$ cat src/ctm_pkg.sv
// shared constants for the instruction timing block
package ctm_pkg;
  // instruction lengths in program bytes
  localparam logic [1:0] CTM_LEN_1 = 2'h1;
  localparam logic [1:0] CTM_LEN_2 = 2'h2;
  localparam logic [1:0] CTM_LEN_3 = 2'h3;
  // execution times in system clocks
  localparam logic [3:0] CTM_CYC_1 = 4'h1;
  localparam logic [3:0] CTM_CYC_2 = 4'h2;
  localparam logic [3:0] CTM_CYC_3 = 4'h3;
  localparam logic [3:0] CTM_CYC_4 = 4'h4;
  localparam logic [3:0] CTM_CYC_8 = 4'h8;
  // code read relative to the data pointer stretches over this span
  localparam logic [3:0] CTM_VAR_MIN = 4'h4;
  localparam logic [3:0] CTM_VAR_MAX = 4'h7;
  // decimal adjust thresholds
  localparam logic [3:0] CTM_BCD_MAX = 4'h9;
  localparam logic [3:0] CTM_BCD_ADJ = 4'h6;
  // direct address space split: top bit selects special registers
  localparam int CTM_SFR_BIT = 7;
  // register bank: bank number above a three bit register index
  localparam int CTM_BANK_W = 2;
  localparam int CTM_RADR_W = 5;
  // sequencer states
  typedef enum logic [0:0] {
    CTM_IDLE = 1'b0,
    CTM_EXEC = 1'b1
  } ctm_state_e;
endpackage

$ cat src/ctm_timing.sv
`timescale 1ns/10ps
// Behaviour
// - register add, logic, move: one byte, one clock
// - indirect ram accumulator ops: one byte, two clocks
// - direct operand accumulator ops: two bytes, two clocks
// - immediate accumulator ops: two bytes, two clocks
// - logic immediate into direct: three bytes, three clocks
// - logic accumulator into direct: two bytes, two clocks
// - direct to direct move: three bytes, three clocks
// - data pointer immediate load: three bytes, three clocks
// - code read via data pointer: one byte, 4-7
// - code read via program counter: one byte, three
// - external data transfers: one byte, three clocks
// - push and pop: two bytes, two clocks
// - nibble exchange indirect: one byte, two clocks
// - exchange direct 2/2, exchange register 1/1
// - rotates, swap, clear one clock; complement two
// - direct to indirect 2/2, accumulator 1/2
// - indirect to direct: two bytes, two clocks
// - inc/dec/da one clock; multiply four, divide eight
// - durations counted in plain system clocks
// - register operand picks one of eight in bank
// - indirect address from pointer register zero or one
// - direct below 0x80 ram, above special registers
module ctm_timing
  import ctm_pkg::*;
(
  // clock and reset
  input wire logic clk_sys,
  input wire logic rst_n,
  // instruction offer from fetch
  input wire logic op_valid,
  input wire logic [7:0] op_code,
  input wire logic [7:0] op_arg,
  // core context
  input wire logic [ctm_pkg::CTM_BANK_W-1:0] bank_sel,
  input wire logic [7:0] acc_in,
  input wire logic [7:0] opnd_in,
  input wire logic cy_in,
  input wire logic ac_in,
  input wire logic ov_in,
  // code memory answer for the stretched code read
  input wire logic code_rdy,
  // sequencing
  output logic op_ready,
  output logic busy,
  output logic ins_done,
  output logic [1:0] ins_len,
  output logic [3:0] ins_cyc,
  output logic [3:0] cyc_cnt,
  output logic ins_known,
  // operand addressing
  output logic [ctm_pkg::CTM_RADR_W-1:0] reg_addr,
  output logic [ctm_pkg::CTM_RADR_W-1:0] ptr_addr,
  output logic direct_sfr,
  // accumulator result and flags
  output logic [7:0] alu_res,
  output logic alu_wr,
  output logic alu_cy,
  output logic alu_ac,
  output logic alu_ov
);
  import ctm_pkg::*;

  ////////////////////////////////////////////////////////////////////
  // decode
  ////////////////////////////////////////////////////////////////////

  logic [1:0] dec_len; // bytes of the offered opcode
  logic [3:0] dec_cyc; // clocks, or least clocks when stretched
  logic dec_var; // duration depends on code memory
  logic dec_known; // opcode belongs to this table

  // lookup of length and duration from the opcode alone
  ctm_decode u_decode (
    .op_code(op_code),
    .dec_len(dec_len),
    .dec_cyc(dec_cyc),
    .dec_var(dec_var),
    .dec_known(dec_known)
  );

  ////////////////////////////////////////////////////////////////////
  // sequencer
  ////////////////////////////////////////////////////////////////////

  ctm_state_e state_reg; // idle or executing
  ctm_state_e state_next;
  logic [3:0] cnt_reg; // clock of current instruction, from one
  logic [3:0] cnt_next;
  logic [3:0] cyc_reg; // duration of current instruction
  logic var_reg; // current instruction is stretchable
  logic ready_reg; // this clock is the last of the instruction
  logic ready_next;
  logic take; // new instruction accepted this clock
  logic [3:0] cnt_inc; // next clock number

  assign take = op_valid & ready_reg;
  assign cnt_inc = cnt_reg + CTM_CYC_1;

  // next state: a new opcode is taken in the very clock that ends
  // the previous one, so back to back code runs with no gap
  always_comb begin
    state_next = state_reg;
    cnt_next = cnt_reg;
    ready_next = ready_reg;
    if (take) begin
      state_next = CTM_EXEC;
      cnt_next = CTM_CYC_1;
      ready_next = (dec_cyc == CTM_CYC_1) && !dec_var;
    end else begin
      unique case (state_reg)
        CTM_IDLE: begin
          ready_next = 1'b1;
        end
        CTM_EXEC: begin
          if (ready_reg) begin
            // ended with nothing offered
            state_next = CTM_IDLE;
            ready_next = 1'b1;
          end else begin
            cnt_next = cnt_inc;
            if (var_reg) begin
              // stretch until code memory answers, capped
              ready_next = (cnt_inc == CTM_VAR_MAX) ||
                           ((cnt_inc >= CTM_VAR_MIN) && code_rdy);
            end else begin
              ready_next = (cnt_inc == cyc_reg);
            end
          end
        end
      endcase
    end
  end

  // sequencer state
  always_ff @(posedge clk_sys or negedge rst_n) begin
    if (!rst_n) begin
      state_reg <= CTM_IDLE;
      cnt_reg <= 4'h0;
      ready_reg <= 1'b0;
    end else begin
      state_reg <= state_next;
      cnt_reg <= cnt_next;
      ready_reg <= ready_next;
    end
  end

  // latched description of the running instruction
  always_ff @(posedge clk_sys or negedge rst_n) begin
    if (!rst_n) begin
      cyc_reg <= 4'h0;
      var_reg <= 1'b0;
      ins_len <= 2'h0;
      ins_known <= 1'b0;
    end else if (take) begin
      cyc_reg <= dec_cyc;
      var_reg <= dec_var;
      ins_len <= dec_len;
      ins_known <= dec_known;
    end
  end

  // status outputs; done marks the clock after the last one
  always_ff @(posedge clk_sys or negedge rst_n) begin
    if (!rst_n) begin
      op_ready <= 1'b0;
      busy <= 1'b0;
      ins_done <= 1'b0;
      ins_cyc <= 4'h0;
      cyc_cnt <= 4'h0;
    end else begin
      op_ready <= ready_next;
      busy <= (state_next == CTM_EXEC);
      ins_done <= (state_reg == CTM_EXEC) && ready_reg;
      cyc_cnt <= cnt_next;
      // stretched reads report the clocks actually spent
      if (take) begin
        ins_cyc <= dec_cyc;
      end else if (state_reg == CTM_EXEC && var_reg && !ready_reg) begin
        ins_cyc <= cnt_inc;
      end
    end
  end

  ////////////////////////////////////////////////////////////////////
  // operand addressing
  ////////////////////////////////////////////////////////////////////

  // register, pointer and direct space selection for the new opcode
  always_ff @(posedge clk_sys or negedge rst_n) begin
    if (!rst_n) begin
      reg_addr <= '0;
      ptr_addr <= '0;
      direct_sfr <= 1'b0;
    end else if (take) begin
      reg_addr <= {bank_sel, op_code[2:0]};
      ptr_addr <= {bank_sel, 2'h0, op_code[0]};
      direct_sfr <= op_arg[CTM_SFR_BIT];
    end
  end

  ////////////////////////////////////////////////////////////////////
  // accumulator unit
  ////////////////////////////////////////////////////////////////////

  logic [7:0] res; // result byte
  logic wr; // result goes to its destination
  logic cy; // carry out
  logic ac; // auxiliary carry out
  logic ov; // overflow out
  logic [7:0] bx; // second operand, inverted to subtract
  logic ci; // carry into the adder
  logic sub; // subtract with borrow
  logic [4:0] lo_sum; // low nibble sum for auxiliary carry
  logic [7:0] lo7_sum; // seven bit sum for overflow
  logic [8:0] full; // full sum with carry out
  logic [8:0] da1; // decimal adjust, low step
  logic [8:0] da2; // decimal adjust, high step
  logic is_arith; // add, add with carry, subtract forms
  logic is_form; // low nibble names an operand form

  assign is_form = (op_code[3:0] >= 4'h4);
  assign sub = (op_code[7:4] == 4'h9);
  assign bx = sub ? ~opnd_in : opnd_in;
  assign ci = (op_code[7:4] == 4'h3) ? cy_in : (sub ? ~cy_in : 1'b0);
  assign lo_sum = {1'b0, acc_in[3:0]} + {1'b0, bx[3:0]} + {4'h0, ci};
  assign lo7_sum = {1'b0, acc_in[6:0]} + {1'b0, bx[6:0]} + {7'h0, ci};
  assign full = {1'b0, acc_in} + {1'b0, bx} + {8'h0, ci};
  assign is_arith = is_form && (op_code[7:4] == 4'h2 ||
                    op_code[7:4] == 4'h3 || sub);

  // decimal adjust in two nibble steps; carry is never cleared
  always_comb begin
    da1 = {1'b0, acc_in};
    if (acc_in[3:0] > CTM_BCD_MAX || ac_in) begin
      da1 = {1'b0, acc_in} + {5'h0, CTM_BCD_ADJ};
    end
    da2 = da1;
    if (da1[7:4] > CTM_BCD_MAX || da1[8] || cy_in) begin
      da2 = da1 + {1'b0, CTM_BCD_ADJ, 4'h0};
    end
  end

  // results follow the standard semantics; only timing is new
  always_comb begin
    res = acc_in;
    wr = 1'b0;
    cy = cy_in;
    ac = ac_in;
    ov = ov_in;
    if (is_arith) begin
      // borrow is the inverted carry when subtracting
      res = full[7:0];
      wr = 1'b1;
      cy = full[8] ^ sub;
      ac = lo_sum[4] ^ sub;
      ov = full[8] ^ lo7_sum[7];
    end else if ((is_form || op_code[3:1] == 3'h1) &&
                 (op_code[7:4] == 4'h4 || op_code[7:4] == 4'h5 ||
                  op_code[7:4] == 4'h6)) begin
      // logic forms, also into a direct byte; flags untouched
      wr = 1'b1;
      unique case (op_code[7:4])
        4'h4: res = acc_in | opnd_in;
        4'h5: res = acc_in & opnd_in;
        default: res = acc_in ^ opnd_in;
      endcase
    end else if (op_code[7:4] == 4'he && op_code[3:0] >= 4'h5) begin
      res = opnd_in; // load accumulator
      wr = 1'b1;
    end else begin
      case (op_code)
        8'h74: begin
          res = opnd_in; // load immediate
          wr = 1'b1;
        end
        8'h04: begin
          res = acc_in + 8'h01;
          wr = 1'b1;
        end
        8'h14: begin
          res = acc_in - 8'h01;
          wr = 1'b1;
        end
        8'he4: begin
          res = 8'h00;
          wr = 1'b1;
        end
        8'hf4: begin
          res = ~acc_in;
          wr = 1'b1;
        end
        8'h23: begin
          res = {acc_in[6:0], acc_in[7]};
          wr = 1'b1;
        end
        8'h33: begin
          res = {acc_in[6:0], cy_in};
          cy = acc_in[7];
          wr = 1'b1;
        end
        8'h03: begin
          res = {acc_in[0], acc_in[7:1]};
          wr = 1'b1;
        end
        8'h13: begin
          res = {cy_in, acc_in[7:1]};
          cy = acc_in[0];
          wr = 1'b1;
        end
        8'hc4: begin
          res = {acc_in[3:0], acc_in[7:4]};
          wr = 1'b1;
        end
        8'hd4: begin
          res = da2[7:0];
          cy = cy_in | da2[8] | da1[8];
          wr = 1'b1;
        end
        default: wr = 1'b0;
      endcase
    end
  end

  // result registers load with the instruction that makes them
  always_ff @(posedge clk_sys or negedge rst_n) begin
    if (!rst_n) begin
      alu_res <= 8'h00;
      alu_wr <= 1'b0;
      alu_cy <= 1'b0;
      alu_ac <= 1'b0;
      alu_ov <= 1'b0;
    end else if (take) begin
      alu_res <= res;
      alu_wr <= wr;
      alu_cy <= cy;
      alu_ac <= ac;
      alu_ov <= ov;
    end else begin
      alu_wr <= 1'b0;
    end
  end
endmodule

$ cat src/ctm_decode.sv
`timescale 1ns/10ps
// opcode to length and duration lookup
module ctm_decode
  import ctm_pkg::*;
(
  // opcode in
  input wire logic [7:0] op_code,
  // lookup results
  output logic [1:0] dec_len,
  output logic [3:0] dec_cyc,
  output logic dec_var,
  output logic dec_known
);
  // pure lookup; columns follow the low nibble addressing form
  always_comb begin
    dec_len = CTM_LEN_1;
    dec_cyc = CTM_CYC_1;
    dec_var = 1'b0;
    dec_known = 1'b1;
    if (op_code[3]) begin
      // bank register forms
      case (op_code[7:4])
        4'h7, 4'h8, 4'ha: begin
          dec_len = CTM_LEN_2;
          dec_cyc = CTM_CYC_2;
        end
        4'hb, 4'hd: dec_known = 1'b0;
        default: dec_cyc = CTM_CYC_1;
      endcase
    end else begin
      case (op_code[3:0])
        // indirect ram forms
        4'h6, 4'h7: begin
          dec_cyc = CTM_CYC_2;
          if (op_code[7:4] == 4'h7 || op_code[7:4] == 4'h8 ||
              op_code[7:4] == 4'ha) begin
            dec_len = CTM_LEN_2;
          end else if (op_code[7:4] == 4'hb) begin
            dec_known = 1'b0;
          end
        end
        // direct byte forms
        4'h5: begin
          case (op_code[7:4])
            4'h7, 4'h8: begin
              dec_len = CTM_LEN_3;
              dec_cyc = CTM_CYC_3;
            end
            4'ha: dec_cyc = CTM_CYC_1;
            4'hb, 4'hd: dec_known = 1'b0;
            default: begin
              dec_len = CTM_LEN_2;
              dec_cyc = CTM_CYC_2;
            end
          endcase
        end
        // accumulator and immediate forms
        4'h4: begin
          case (op_code[7:4])
            4'h0, 4'h1, 4'hc, 4'hd, 4'he: dec_cyc = CTM_CYC_1;
            4'h8: dec_cyc = CTM_CYC_8;
            4'ha: dec_cyc = CTM_CYC_4;
            4'hb: dec_known = 1'b0;
            4'hf: dec_cyc = CTM_CYC_2;
            default: begin
              dec_len = CTM_LEN_2;
              dec_cyc = CTM_CYC_2;
            end
          endcase
        end
        // rotates, immediate to direct, code and external reads
        4'h3: begin
          case (op_code[7:4])
            4'h0, 4'h1, 4'h2, 4'h3, 4'ha, 4'hc: dec_cyc = CTM_CYC_1;
            4'h4, 4'h5, 4'h6: begin
              dec_len = CTM_LEN_3;
              dec_cyc = CTM_CYC_3;
            end
            4'h8, 4'he, 4'hf: dec_cyc = CTM_CYC_3;
            4'h9: begin
              dec_cyc = CTM_VAR_MIN;
              dec_var = 1'b1;
            end
            default: dec_known = 1'b0;
          endcase
        end
        // accumulator into direct, clear bit, external by pointer
        4'h2: begin
          case (op_code[7:4])
            4'h4, 4'h5, 4'h6, 4'hc: begin
              dec_len = CTM_LEN_2;
              dec_cyc = CTM_CYC_2;
            end
            4'he, 4'hf: dec_cyc = CTM_CYC_3;
            default: dec_known = 1'b0;
          endcase
        end
        // stack, data pointer load, external by data pointer
        4'h0: begin
          case (op_code[7:4])
            4'h0: dec_cyc = CTM_CYC_1;
            4'h9: begin
              dec_len = CTM_LEN_3;
              dec_cyc = CTM_CYC_3;
            end
            4'hc, 4'hd: begin
              dec_len = CTM_LEN_2;
              dec_cyc = CTM_CYC_2;
            end
            4'he, 4'hf: dec_cyc = CTM_CYC_3;
            default: dec_known = 1'b0;
          endcase
        end
        // branch and call column is handled elsewhere
        default: dec_known = 1'b0;
      endcase
    end
  end
endmodule

$ cat config.mk
export PLATFORM = sky130hd
export DESIGN_NAME = ctm_timing
export DESIGN_NICKNAME = d
export VERILOG_FILES = /design/src/ctm_pkg.sv /design/src/ctm_timing.sv /design/src/ctm_decode.sv
export SDC_FILE = /design/constraint.sdc
export NUM_CORES = 1
export LEC_CHECK = 0
export ABC_AREA = 0
export BUFFER_PORTS_ARGS = -buffer_cell sky130_fd_sc_hd__buf_2
export CAP_MARGIN = 20
export CORE_ASPECT_RATIO = 1.1
export CORE_MARGIN = 2
export CORE_UTILIZATION = 40
export DETAILED_ROUTE_END_ITERATION = 8
export SKIP_CTS_REPAIR_TIMING = 1
export SLEW_MARGIN = 20
export SYNTH_ARGS = -nofsm -noshare
export SYNTH_HDL_FRONTEND = slang
export SYNTH_SLANG_ARGS = --single-unit
$ cat constraint.sdc
create_clock -name clk_sys -period 2.6 [get_ports clk_sys]
set_input_delay 0.39 -clock clk_sys [delete_from_list [all_inputs] [get_ports clk_sys]]
set_output_delay 0.39 -clock clk_sys [all_outputs]
set_load 0.01 [all_outputs]
# == After elaboration in Yosys (flattened, before gate mapping) ==
# Index checks and enable logic that the tools add are counted.
# classes
n_eq_ne,37
n_addsub,11
order_cmp,5
mux,61
reduce_logical,43
bitwise,13
# ops
cell,n
$pmux 8 s11,1
$eq 4x3->1 const B,9
$eq 4x4->1 const B,8
$eq 8x8->1 const B,4
$mux 8,4
$mux 1,28
$mux 4,6
$pmux 4 s6,1
$reduce_or 6->1,4
$pmux 2 s2,5
$mux 9,2
$eq 4x2->1 const B,4
$eq 8x5->1 const B,2
$eq 8x6->1 const B,2
$not 8->8,2
$pmux 8 s2,1
$mux 2,7
$reduce_or 13->1,1
$ge 4x3->1 const B,3
$pmux 2 s6,1
$pmux 4 s3,1
$reduce_or 3->1,4
$logic_or 1x1->1,11
$reduce_or 11->1,1
38 further kinds,58
# word_totals
output_inout_bits,37
ff_bits,40
wordCells,187

# == Longest topological paths before layout ==
# Gate-level depths: netlist (run 1).
# depth
word_depth,13
ltp_mapped,13

# == Modules after synthesis ==
# A second synthesis (run 1) with hierarchy kept.
# unflattened
cells_unflattened,635
area_unflattened_um2,4764.6
# by_module_without_submodules
module,instances,cells_per_inst,seq_area_each_um2,area_each_um2
ctm_timing,1,519,925.9,4006.3
ctm_decode,1,116,0.0,758.2

# == Worst setup path before layout (run 1) ==
# No wires, ideal clock.
# synth_timing
path_kind,in2reg
startpoint,in op_code[1]
endpoint,reg alu_res[5]
path_buffers,2
t_arrival_ps,3201
setup_time_ps,126
setup_slack_ps,-727
required_time_ps,2474
cell_stages,11
path_cell_list,or4b_1 -> buf_2 -> buf_6 -> nor3_1 -> ha_1 -> a21o_1 -> a221oi_1 -> xor2_1 -> o211a_1 -> a31oi_1 -> o32a_1
# synth_between
elab_chain_len,5
# synth_rtl
element,line_no,text
start: declaration,ctm_timing.sv:33,"input wire logic [7:0] op_code,"
"$eq 8x8->1, or another cell as far along",ctm_timing.sv:273,case (op_code)
"$pmux 8 s11, or another cell as far along",ctm_timing.sv:273,
$mux 8 / $logic_and 1x1->1 (equally long branches),"ctm_timing.sv:269, ctm_timing.sv:259",
$mux 8,ctm_timing.sv:259,end else if ((is_form || op_code[3:1] == 3'h1) &&
$mux 8 (*),ctm_timing.sv:252,if (is_arith) begin
end signal: assignment,ctm_timing.sv:335,alu_res <= res;
end: declaration,ctm_timing.sv:57,"output logic [7:0] alu_res,"
# Every way passes the cells marked *; elsewhere a longest branch is shown, timed or not.
# A chain may end at the register's enable or synchronous reset.

# == Worst setup path in the final report (run 1) ==
# Same ends and word-level chain as after synthesis.

==> flow_metrics.py, run 1 <==
metrics = {
    "critical_path": {
        "worstPathMaxFanout": 5,
        "path_class": "primary input to flip-flop",
        "reg2reg_slack_ps": 560,
        "crit_arrival_ps": 2900,
        "end_kind": "flip-flop",
        "required_ps": 2770,
        "rr_worst_depth": 6,
        "crit_path_start_kind": "primary input",
    },
    "route": {
        "drtAntennaViolNets": 0,
        "wl_met1_um": 7460,
        "dr_wl_met2_um": 8090,
        "wl_um": 17300,
        "drtPass1Iterations": 5,
        "drc": 0,
        "top_layer": "met4",
        "route.met3.wl_um": 1170,
        "via_count": 5306,
        "first_iter_violations": 462,
        "viasPerCell": 6.05,
        "routedWlPerCell_um": 19.8,
    },
    "logic_synthesis": {
        "synth_area_leaders": "dfrtp_1 20%, ha_1 8.8%, nand2_1 5.4%",
        "synthCells": 614,
        "synth_flop_cell": "dfrtp_1",
        "ys_ff_latch": 37,
        "synth_seq_area_share_pct": 19.7,
        "netlist_top_cells_count": "67 x nand2_1, 46 x o21ai_0, 40 x nor2_1",
        "ys_warn_count": 0,
        "synth_edf_count": 0,
        "synthArstFlopShare_pct": 100,
        "synth.distinct_cells": 77,
        "avgSynthCellArea_sq_um": 7.64,
        "synth_top_area_cell": "dfrtp_1",
        "yosysMostFrequentCell": "nand2_1",
        "synth_top_area_share_pct": 19.7,
        "netlist_area_sq_um": 4690,
    },
    "timing": {
        "setup_viol": 3,
        "tightest_slew_ps": 950,
        "setup_slack_ps": -136,
        "period_share_pct": 105,
        "holdWs_ps": 217,
        "maxSlewViolCount": 0,
        "finalClockSkew_ps": 6.47,
        "finalHoldViolations": 0,
        "rsz0062_at_grt": "true",
        "max_freq_ghz": 0.366,
        "relSlewSlack_pct": 35.7,
        "layout_min_cycle_time_ps": 2740,
    },
    "die": {
        "die-area_sq_um": 12600,
        "initial_core_util_pct": 41.0,
        "row_count": 41,
        "die_y_um": 118,
        "ios": 78,
        "die_w_um": 107,
        "coreArea_sq_um": 11400,
    },
    "power": {
        "power_density_nw_per_um2": 489,
        "p_int_uw": 1850,
        "combinationalPowerShare_pct": 44.7,
        "max-vdd-ir-drop_uv": 422,
        "power_frac_seq_pct": 29.3,
        "p_sw_share_pct": 37.7,
        "leakage_uw": 0.00276,
        "power_frac_clock_pct": 26.0,
        "switchingPower_uw": 1120,
    },
    "grt": {
        "grt_pass1_vias": 5057,
        "grt_antenna_before_repair": 0,
        "grt_usage_pct": 26.9,
        "grt_overflow": 0,
        "grt_max_degree": 38,
        "grt_pass1_wl_um": 27400,
    },
    "layout": {
        "fin_area_sq_um": 6090,
        "largest_register_ffs": 8,
        "top_register": "alu_res",
        "diodes": 0,
        "layout-area-overhead-vs-synth_pct": 29.7,
        "num-nets-final": 803,
        "finalNonFillerCells": 877,
        "fin_util_pct": 53.2,
        "drive_gt1_share_pct": 28.1,
        "reg_top3": "alu_res x8, reg_addr x5",
    },
    "outcome": {
        "status": "complete, but fails checks",
        "violations": "negative setup slack",
    },
    "placed_design": {
        "place.gp.congestion": 0.989,
        "port_buffers": 68,
        "pre_cts_slack_ps": -537,
        "dp.cells": 861,
        "dpl_cell_area_sq_um": 5650,
        "place_hpwl_um": 13300,
    },
    "clocking": {
        "cts_root_buffer": "clkbuf_16",
        "cts_tree": "built",
        "clk_path_buf_depth": 2,
        "clk_pin_slew_ps": 60,
        "numCtsBuffers": 5,
        "clk_latency_ps": 280,
        "cts.sinks": 37,
        "cts_max_level": 2,
    },
    "run": {
        "max-cap-violations": 0,
    },
    "worst_hold_path": {
        "min_path_type": "primary input to async pin",
    },
}
-- worst max-delay path, stage by stage --
cell and delay, ps:
buf_6 90, or4b_4 560, nor3_4 200, buf_6 150, ha_1 260, a21o_1 200, a221oi_2 300, xor2_1 190
o211a_1 180, a31oi_1 80, o32a_1 290
-- cells in the final DEF, fill, tap and decap left out, types with 4 or more instances in the layout --
cell type / count
o21ai_0: 46
a221oi_1: 5
o31ai_1: 5
a31oi_1: 11
mux2i_1: 11
o211a_1: 4
ha_1: 31
nand3_1: 11
xnor2_1: 19
nor3_1: 11
clkbuf_16: 5
o22ai_1: 6
a22oi_1: 10
xor2_1: 9
a211oi_2: 5
nor2_1: 39
a21oi_1: 37
inv_1: 24
o211ai_1: 10
o21ai_1: 5
nand2b_1: 13
o21a_1: 7
buf_6: 11
or3_1: 7
a21o_1: 13
nand2_1: 65
and2_1: 9
buf_2: 64
nor2b_1: 5
a211oi_1: 8
dfrtp_1: 37
buf_4: 75
o221ai_1: 12
-- metal layers --
metal | GRT usage, % | up-vias
met4 | 10.1 | 0
li1 | - | 2508
met1 | 35.4 | 2506
met2 | 43.9 | 244
met5 | 0 | -
met3 | 4.49 | 48
-- cell families (layout without fill, tap and decap cells) --
logic type / count (synthesis) / after routing / synth area share (%)
AND/OR/NAND/NOR: 201 / 201 / 21.9
adder cells (fa/ha/maj): 36 / 36 / 10.1
flip-flops: 37 / 37 / 19.7
other: 1 / 2 / 0.0799
XOR/XNOR: 31 / 31 / 5.79
buffers and inverters: 73 / 185 / 6.93
multiplexers: 13 / 13 / 2.83
AO/OA/AOI/OAI: 222 / 222 / 32.6
-- metrics by stage --
step                power (uW)  TNS (ps)
floorplan                 1650     -1040
global placement          2130     -2890
detailed placement        2160     -3320
CTS                       2940      -876
global route              3160      -679
finish                    2970      -234
-- power by group through the flow --
stage               registers [uW]  clock network (uW)  logic [uW]
global placement               870                   0        1260
finish                         871                 774        1330
detailed placement             879                   0        1280
CTS                            868                 786        1290
floorplan                      911                   0         742
global route                   889                 815        1460
-- final timing paths --
check,end,start
worst max-delay path,alu_res[5]$_DFFE_PN0P_,op_code[1]
worst min-delay path,alu_res[6]$_DFFE_PN0P_,rst_n
worst max register to register,op_ready$_DFF_PN0_,cyc_cnt[0]$_DFFE_PN0P_
worst min register to register,reg_addr[2]$_DFFE_PN0P_,reg_addr[2]$_DFFE_PN0P_
max in group asynchronous,cyc_cnt[3]$_DFFE_PN0P_,rst_n
min in group clk_sys,direct_sfr$_DFFE_PN0P_,op_arg[7]
-- cell type report --
| type | instances | area (sq um) |
|---|---|---|
| Multi-Input combinational cell | 505 | 3640 |
| Fill cell | 1106 | 5350 |
| Timing Repair Buffer | 152 | 1040 |
| Clock inverter | 3 | 65.1 |
| Clock buffer | 5 | 125 |
| Tap cell | 150 | 188 |
| Sequential cell | 37 | 926 |
| Inverter | 25 | 97.6 |
Power figures use the tool's default switching activity.
==> run 2: changes to the inputs <==
Settings changed: CTS_CLUSTER_DIAMETER from default to 200, SYNTH_HIERARCHICAL from default to 1.
Clock period 2.6 ns to 3.2 ns, I/O delays scaled along.
==> run 2 against run 1 <==
- combinational power shrank 13%
- final area shrank 7.2%
- largest cell class unchanged
- core utilization shrank 4.3 points
- clock power shrank 16%
- register-to-register slack gained 660 ps
- critical path type unchanged
- the run now ends clean
==> flow_metrics.py, run 2 <==
metrics = {
    "logic_synthesis": {
        "netlist_top_cells_count": "84 x nand2_1, 48 x o21ai_0, 43 x nor2_1",
        "ys_warn_count": 6,
        "synthArstFlopShare_pct": 100,
        "synth_top_area_share_pct": 19.4,
        "synthXorXnorAreaFrac_pct": 4.78,
        "synth_top_area_cell": "dfrtp_1",
        "synth_compound_area_share_pct": 30.4,
        "synth_seq_area_share_pct": 19.4,
        "synth-simple-area-share_pct": 24.7,
        "synth.distinct_cells": 80,
        "synth_adder_area_share_pct": 9.93,
        "synth_edf_count": 0,
        "avgSynthCellArea_sq_um": 7.50,
        "synth_area_leaders": "dfrtp_1 19%, ha_1 8.7%, nand2_1 6.6%",
        "yosysMostFrequentCell": "nand2_1",
        "yosys-mux-area-fraction_pct": 3.18,
        "netlist_area_sq_um": 4760,
        "synthCells": 635,
        "synth_top_family_by_area": "compound AO/OA/AOI/OAI gates",
        "synth_flop_cell": "dfrtp_1",
        "ys_ff_latch": 37,
    },
    "layout": {
        "reg_top3": "alu_res x8, reg_addr x5",
        "diodes": 0,
        "layout-area-overhead-vs-synth_pct": 18.6,
        "num-nets-final": 791,
        "top_register": "alu_res",
        "layout_commonest_cell": "nand2_1",
        "drive_gt1_share_pct": 20.7,
        "largest_register_ffs": 8,
        "layout_common_cells": "84 x nand2_1, 68 x buf_2, 52 x buf_4",
    },
    "timing": {
        "rsz0062_at_grt": "false",
        "max_freq_ghz": 0.335,
        "tightest_slew_ps": 833,
        "finalHoldViolations": 0,
        "finalClockSkew_ps": 6.57,
        "period_share_pct": 93.2,
        "layout_min_cycle_time_ps": 2980,
        "relSlewSlack_pct": 44.5,
        "maxSlewViolCount": 0,
        "setup_viol": 0,
        "holdWs_ps": 294,
    },
    "clocking": {
        "clk_pin_slew_ps": 60,
        "clk_latency_ps": 280,
        "cts_tree": "built",
        "clk_path_buf_depth": 2,
        "cts.sinks": 37,
        "cts_max_level": 2,
        "cts_root_buffer": "clkbuf_16",
        "numCtsBuffers": 5,
    },
    "critical_path": {
        "r2r-start": "cyc_cnt[0]$_DFFE_PN0P_",
        "worstPathMaxFanout": 4,
        "reg2reg_slack_ps": 1220,
        "crit_path_max_incr_delay_ps": 620,
        "path_class": "primary input to flip-flop",
        "end_kind": "flip-flop",
        "r2r-end": "op_ready$_DFF_PN0_",
        "crit_arrival_ps": 3160,
        "startpoint": "op_code[1]",
        "cp_cell_sequence": "buf_2 -> or4b_1 -> nor3_2 -> buf_4 -> buf_4 -> ha_1 -> o21ai_0 -> o21ai_0 -> a41oi_1 -> mux2i_1 -> a31oi_1 -> a211o_1",
        "crit_path_start_kind": "primary input",
        "required_ps": 3370,
        "rr_worst_depth": 6,
        "cpMaxStageDelayCell": "or4b_1",
    },
    "power": {
        "p_sw_share_pct": 38.9,
        "p_int_uw": 1570,
        "power_frac_clock_pct": 25.3,
        "combinationalPowerShare_pct": 45.3,
        "switchingPower_uw": 1000,
        "power_frac_seq_pct": 29.4,
        "power_density_nw_per_um2": 454,
        "power.total_uw": 2570,
        "max-vdd-ir-drop_uv": 357,
        "leakage_uw": 0.00258,
    },
    "grt": {
        "grt_pass1_wl_um": 25500,
        "grt_pass1_vias": 4934,
        "grt_antenna_before_repair": 0,
        "grt_max_degree": 38,
        "grt_usage_pct": 24.9,
        "grt_overflow": 0,
    },
    "route": {
        "wl_um": 15900,
        "routedWlPerCell_um": 18.4,
        "drtPass1Iterations": 5,
        "via_count": 5135,
        "viasPerCell": 5.94,
        "drtAntennaViolNets": 0,
        "drc": 0,
        "first_iter_violations": 589,
    },
    "placed_design": {
        "place_hpwl_um": 11900,
        "port_buffers": 68,
        "place.gp.congestion": 0.944,
    },
    "run": {
        "max-cap-violations": 0,
    },
    "die": {
        "initial_core_util_pct": 41.3,
        "die-area_sq_um": 12800,
        "row_count": 41,
        "die_w_um": 108,
        "die_y_um": 118,
        "ios": 78,
        "coreArea_sq_um": 11500,
    },
    "worst_hold_path": {
        "min_path_type": "primary input to async pin",
    },
    "outcome": {
        "status": "finished clean",
    },
}
-- run 2: cell type report --
type,instances,area (sq um)
fill,1164,5890
timing repair buffer,120,731
tap,150,188
multi-input combinational,521,3500
clock buffer,5,125
clock inverter,3,68.8
inverter,29,109
sequential,37,926
-- run 2: critical path: cells and delay by family --
| kind | cells | cell delay [ps] |
|---|---|---|
| AOI/OAI and AO/OA | 5 | 930 |
| adders and majority gates | 1 | 240 |
| buffers and inverters | 3 | 380 |
| muxes | 1 | 260 |
| and+or+nand+nor | 2 | 850 |
-- run 2: worst max-delay path by stage --
stage	endpoint	slack [ps]	depth (start not counted)
2_1_floorplan	alu_res[7]$_DFFE_PN0P_	-100	11
3_3_place_gp	alu_res[7]$_DFFE_PN0P_	-50	11
3_5_place_dp	alu_cy$_DFFE_PN0P_	-80	12
4_1_cts	alu_ov$_DFFE_PN0P_	190	12
5_1_grt	alu_ov$_DFFE_PN0P_	40	12
6_report	alu_res[7]$_DFFE_PN0P_	220	12
-- run 2: kinds of logic (layout without fill, tap and decap cells) --
family,count (synthesis),count (layout)
XOR/XNOR,26,26
adder cells (fa/ha/maj),36,36
other,1,2
multiplexers,15,15
AND/OR/NAND/NOR,234,234
buffers and inverters,78,157
AO/OA/AOI/OAI,208,208
flip-flops,37,37
-- run 2: stage by stage --
stage                     setup TNS, ps  utilization [%]  instance area [sq um]  cells  worst slack (ps)
final                                 0             48.9                   5650    865               217
after detailed placement           -297             47.3                   5460    857             -84.8
after global routing                  0             48.9                   5650    865              39.9
after floorplan                   -97.3                -                   4770    636             -97.3
after CTS                             0             48.9                   5650    865               186
after global placement             -119             47.3                   5460    857             -53.1
-- run 2: power groups by stage --
stage | Sequential (uW) | Combinational [uW] | Clock, uW
floorplan | 825 | 661 | 0
global placement | 753 | 1130 | 0
detailed placement | 760 | 1160 | 0
CTS | 754 | 1170 | 660
global route | 781 | 1300 | 680
finish | 755 | 1160 | 649
-- run 2: layer usage --
layer	share of wire, %	vias to the layer above	GRT usage (%)
met2	50	193	42.6
met3	6.5	27	3.09
li1	-	2488	-
met5	0	-	0
met1	42	2427	32.9
met4	1.9	0	6.49
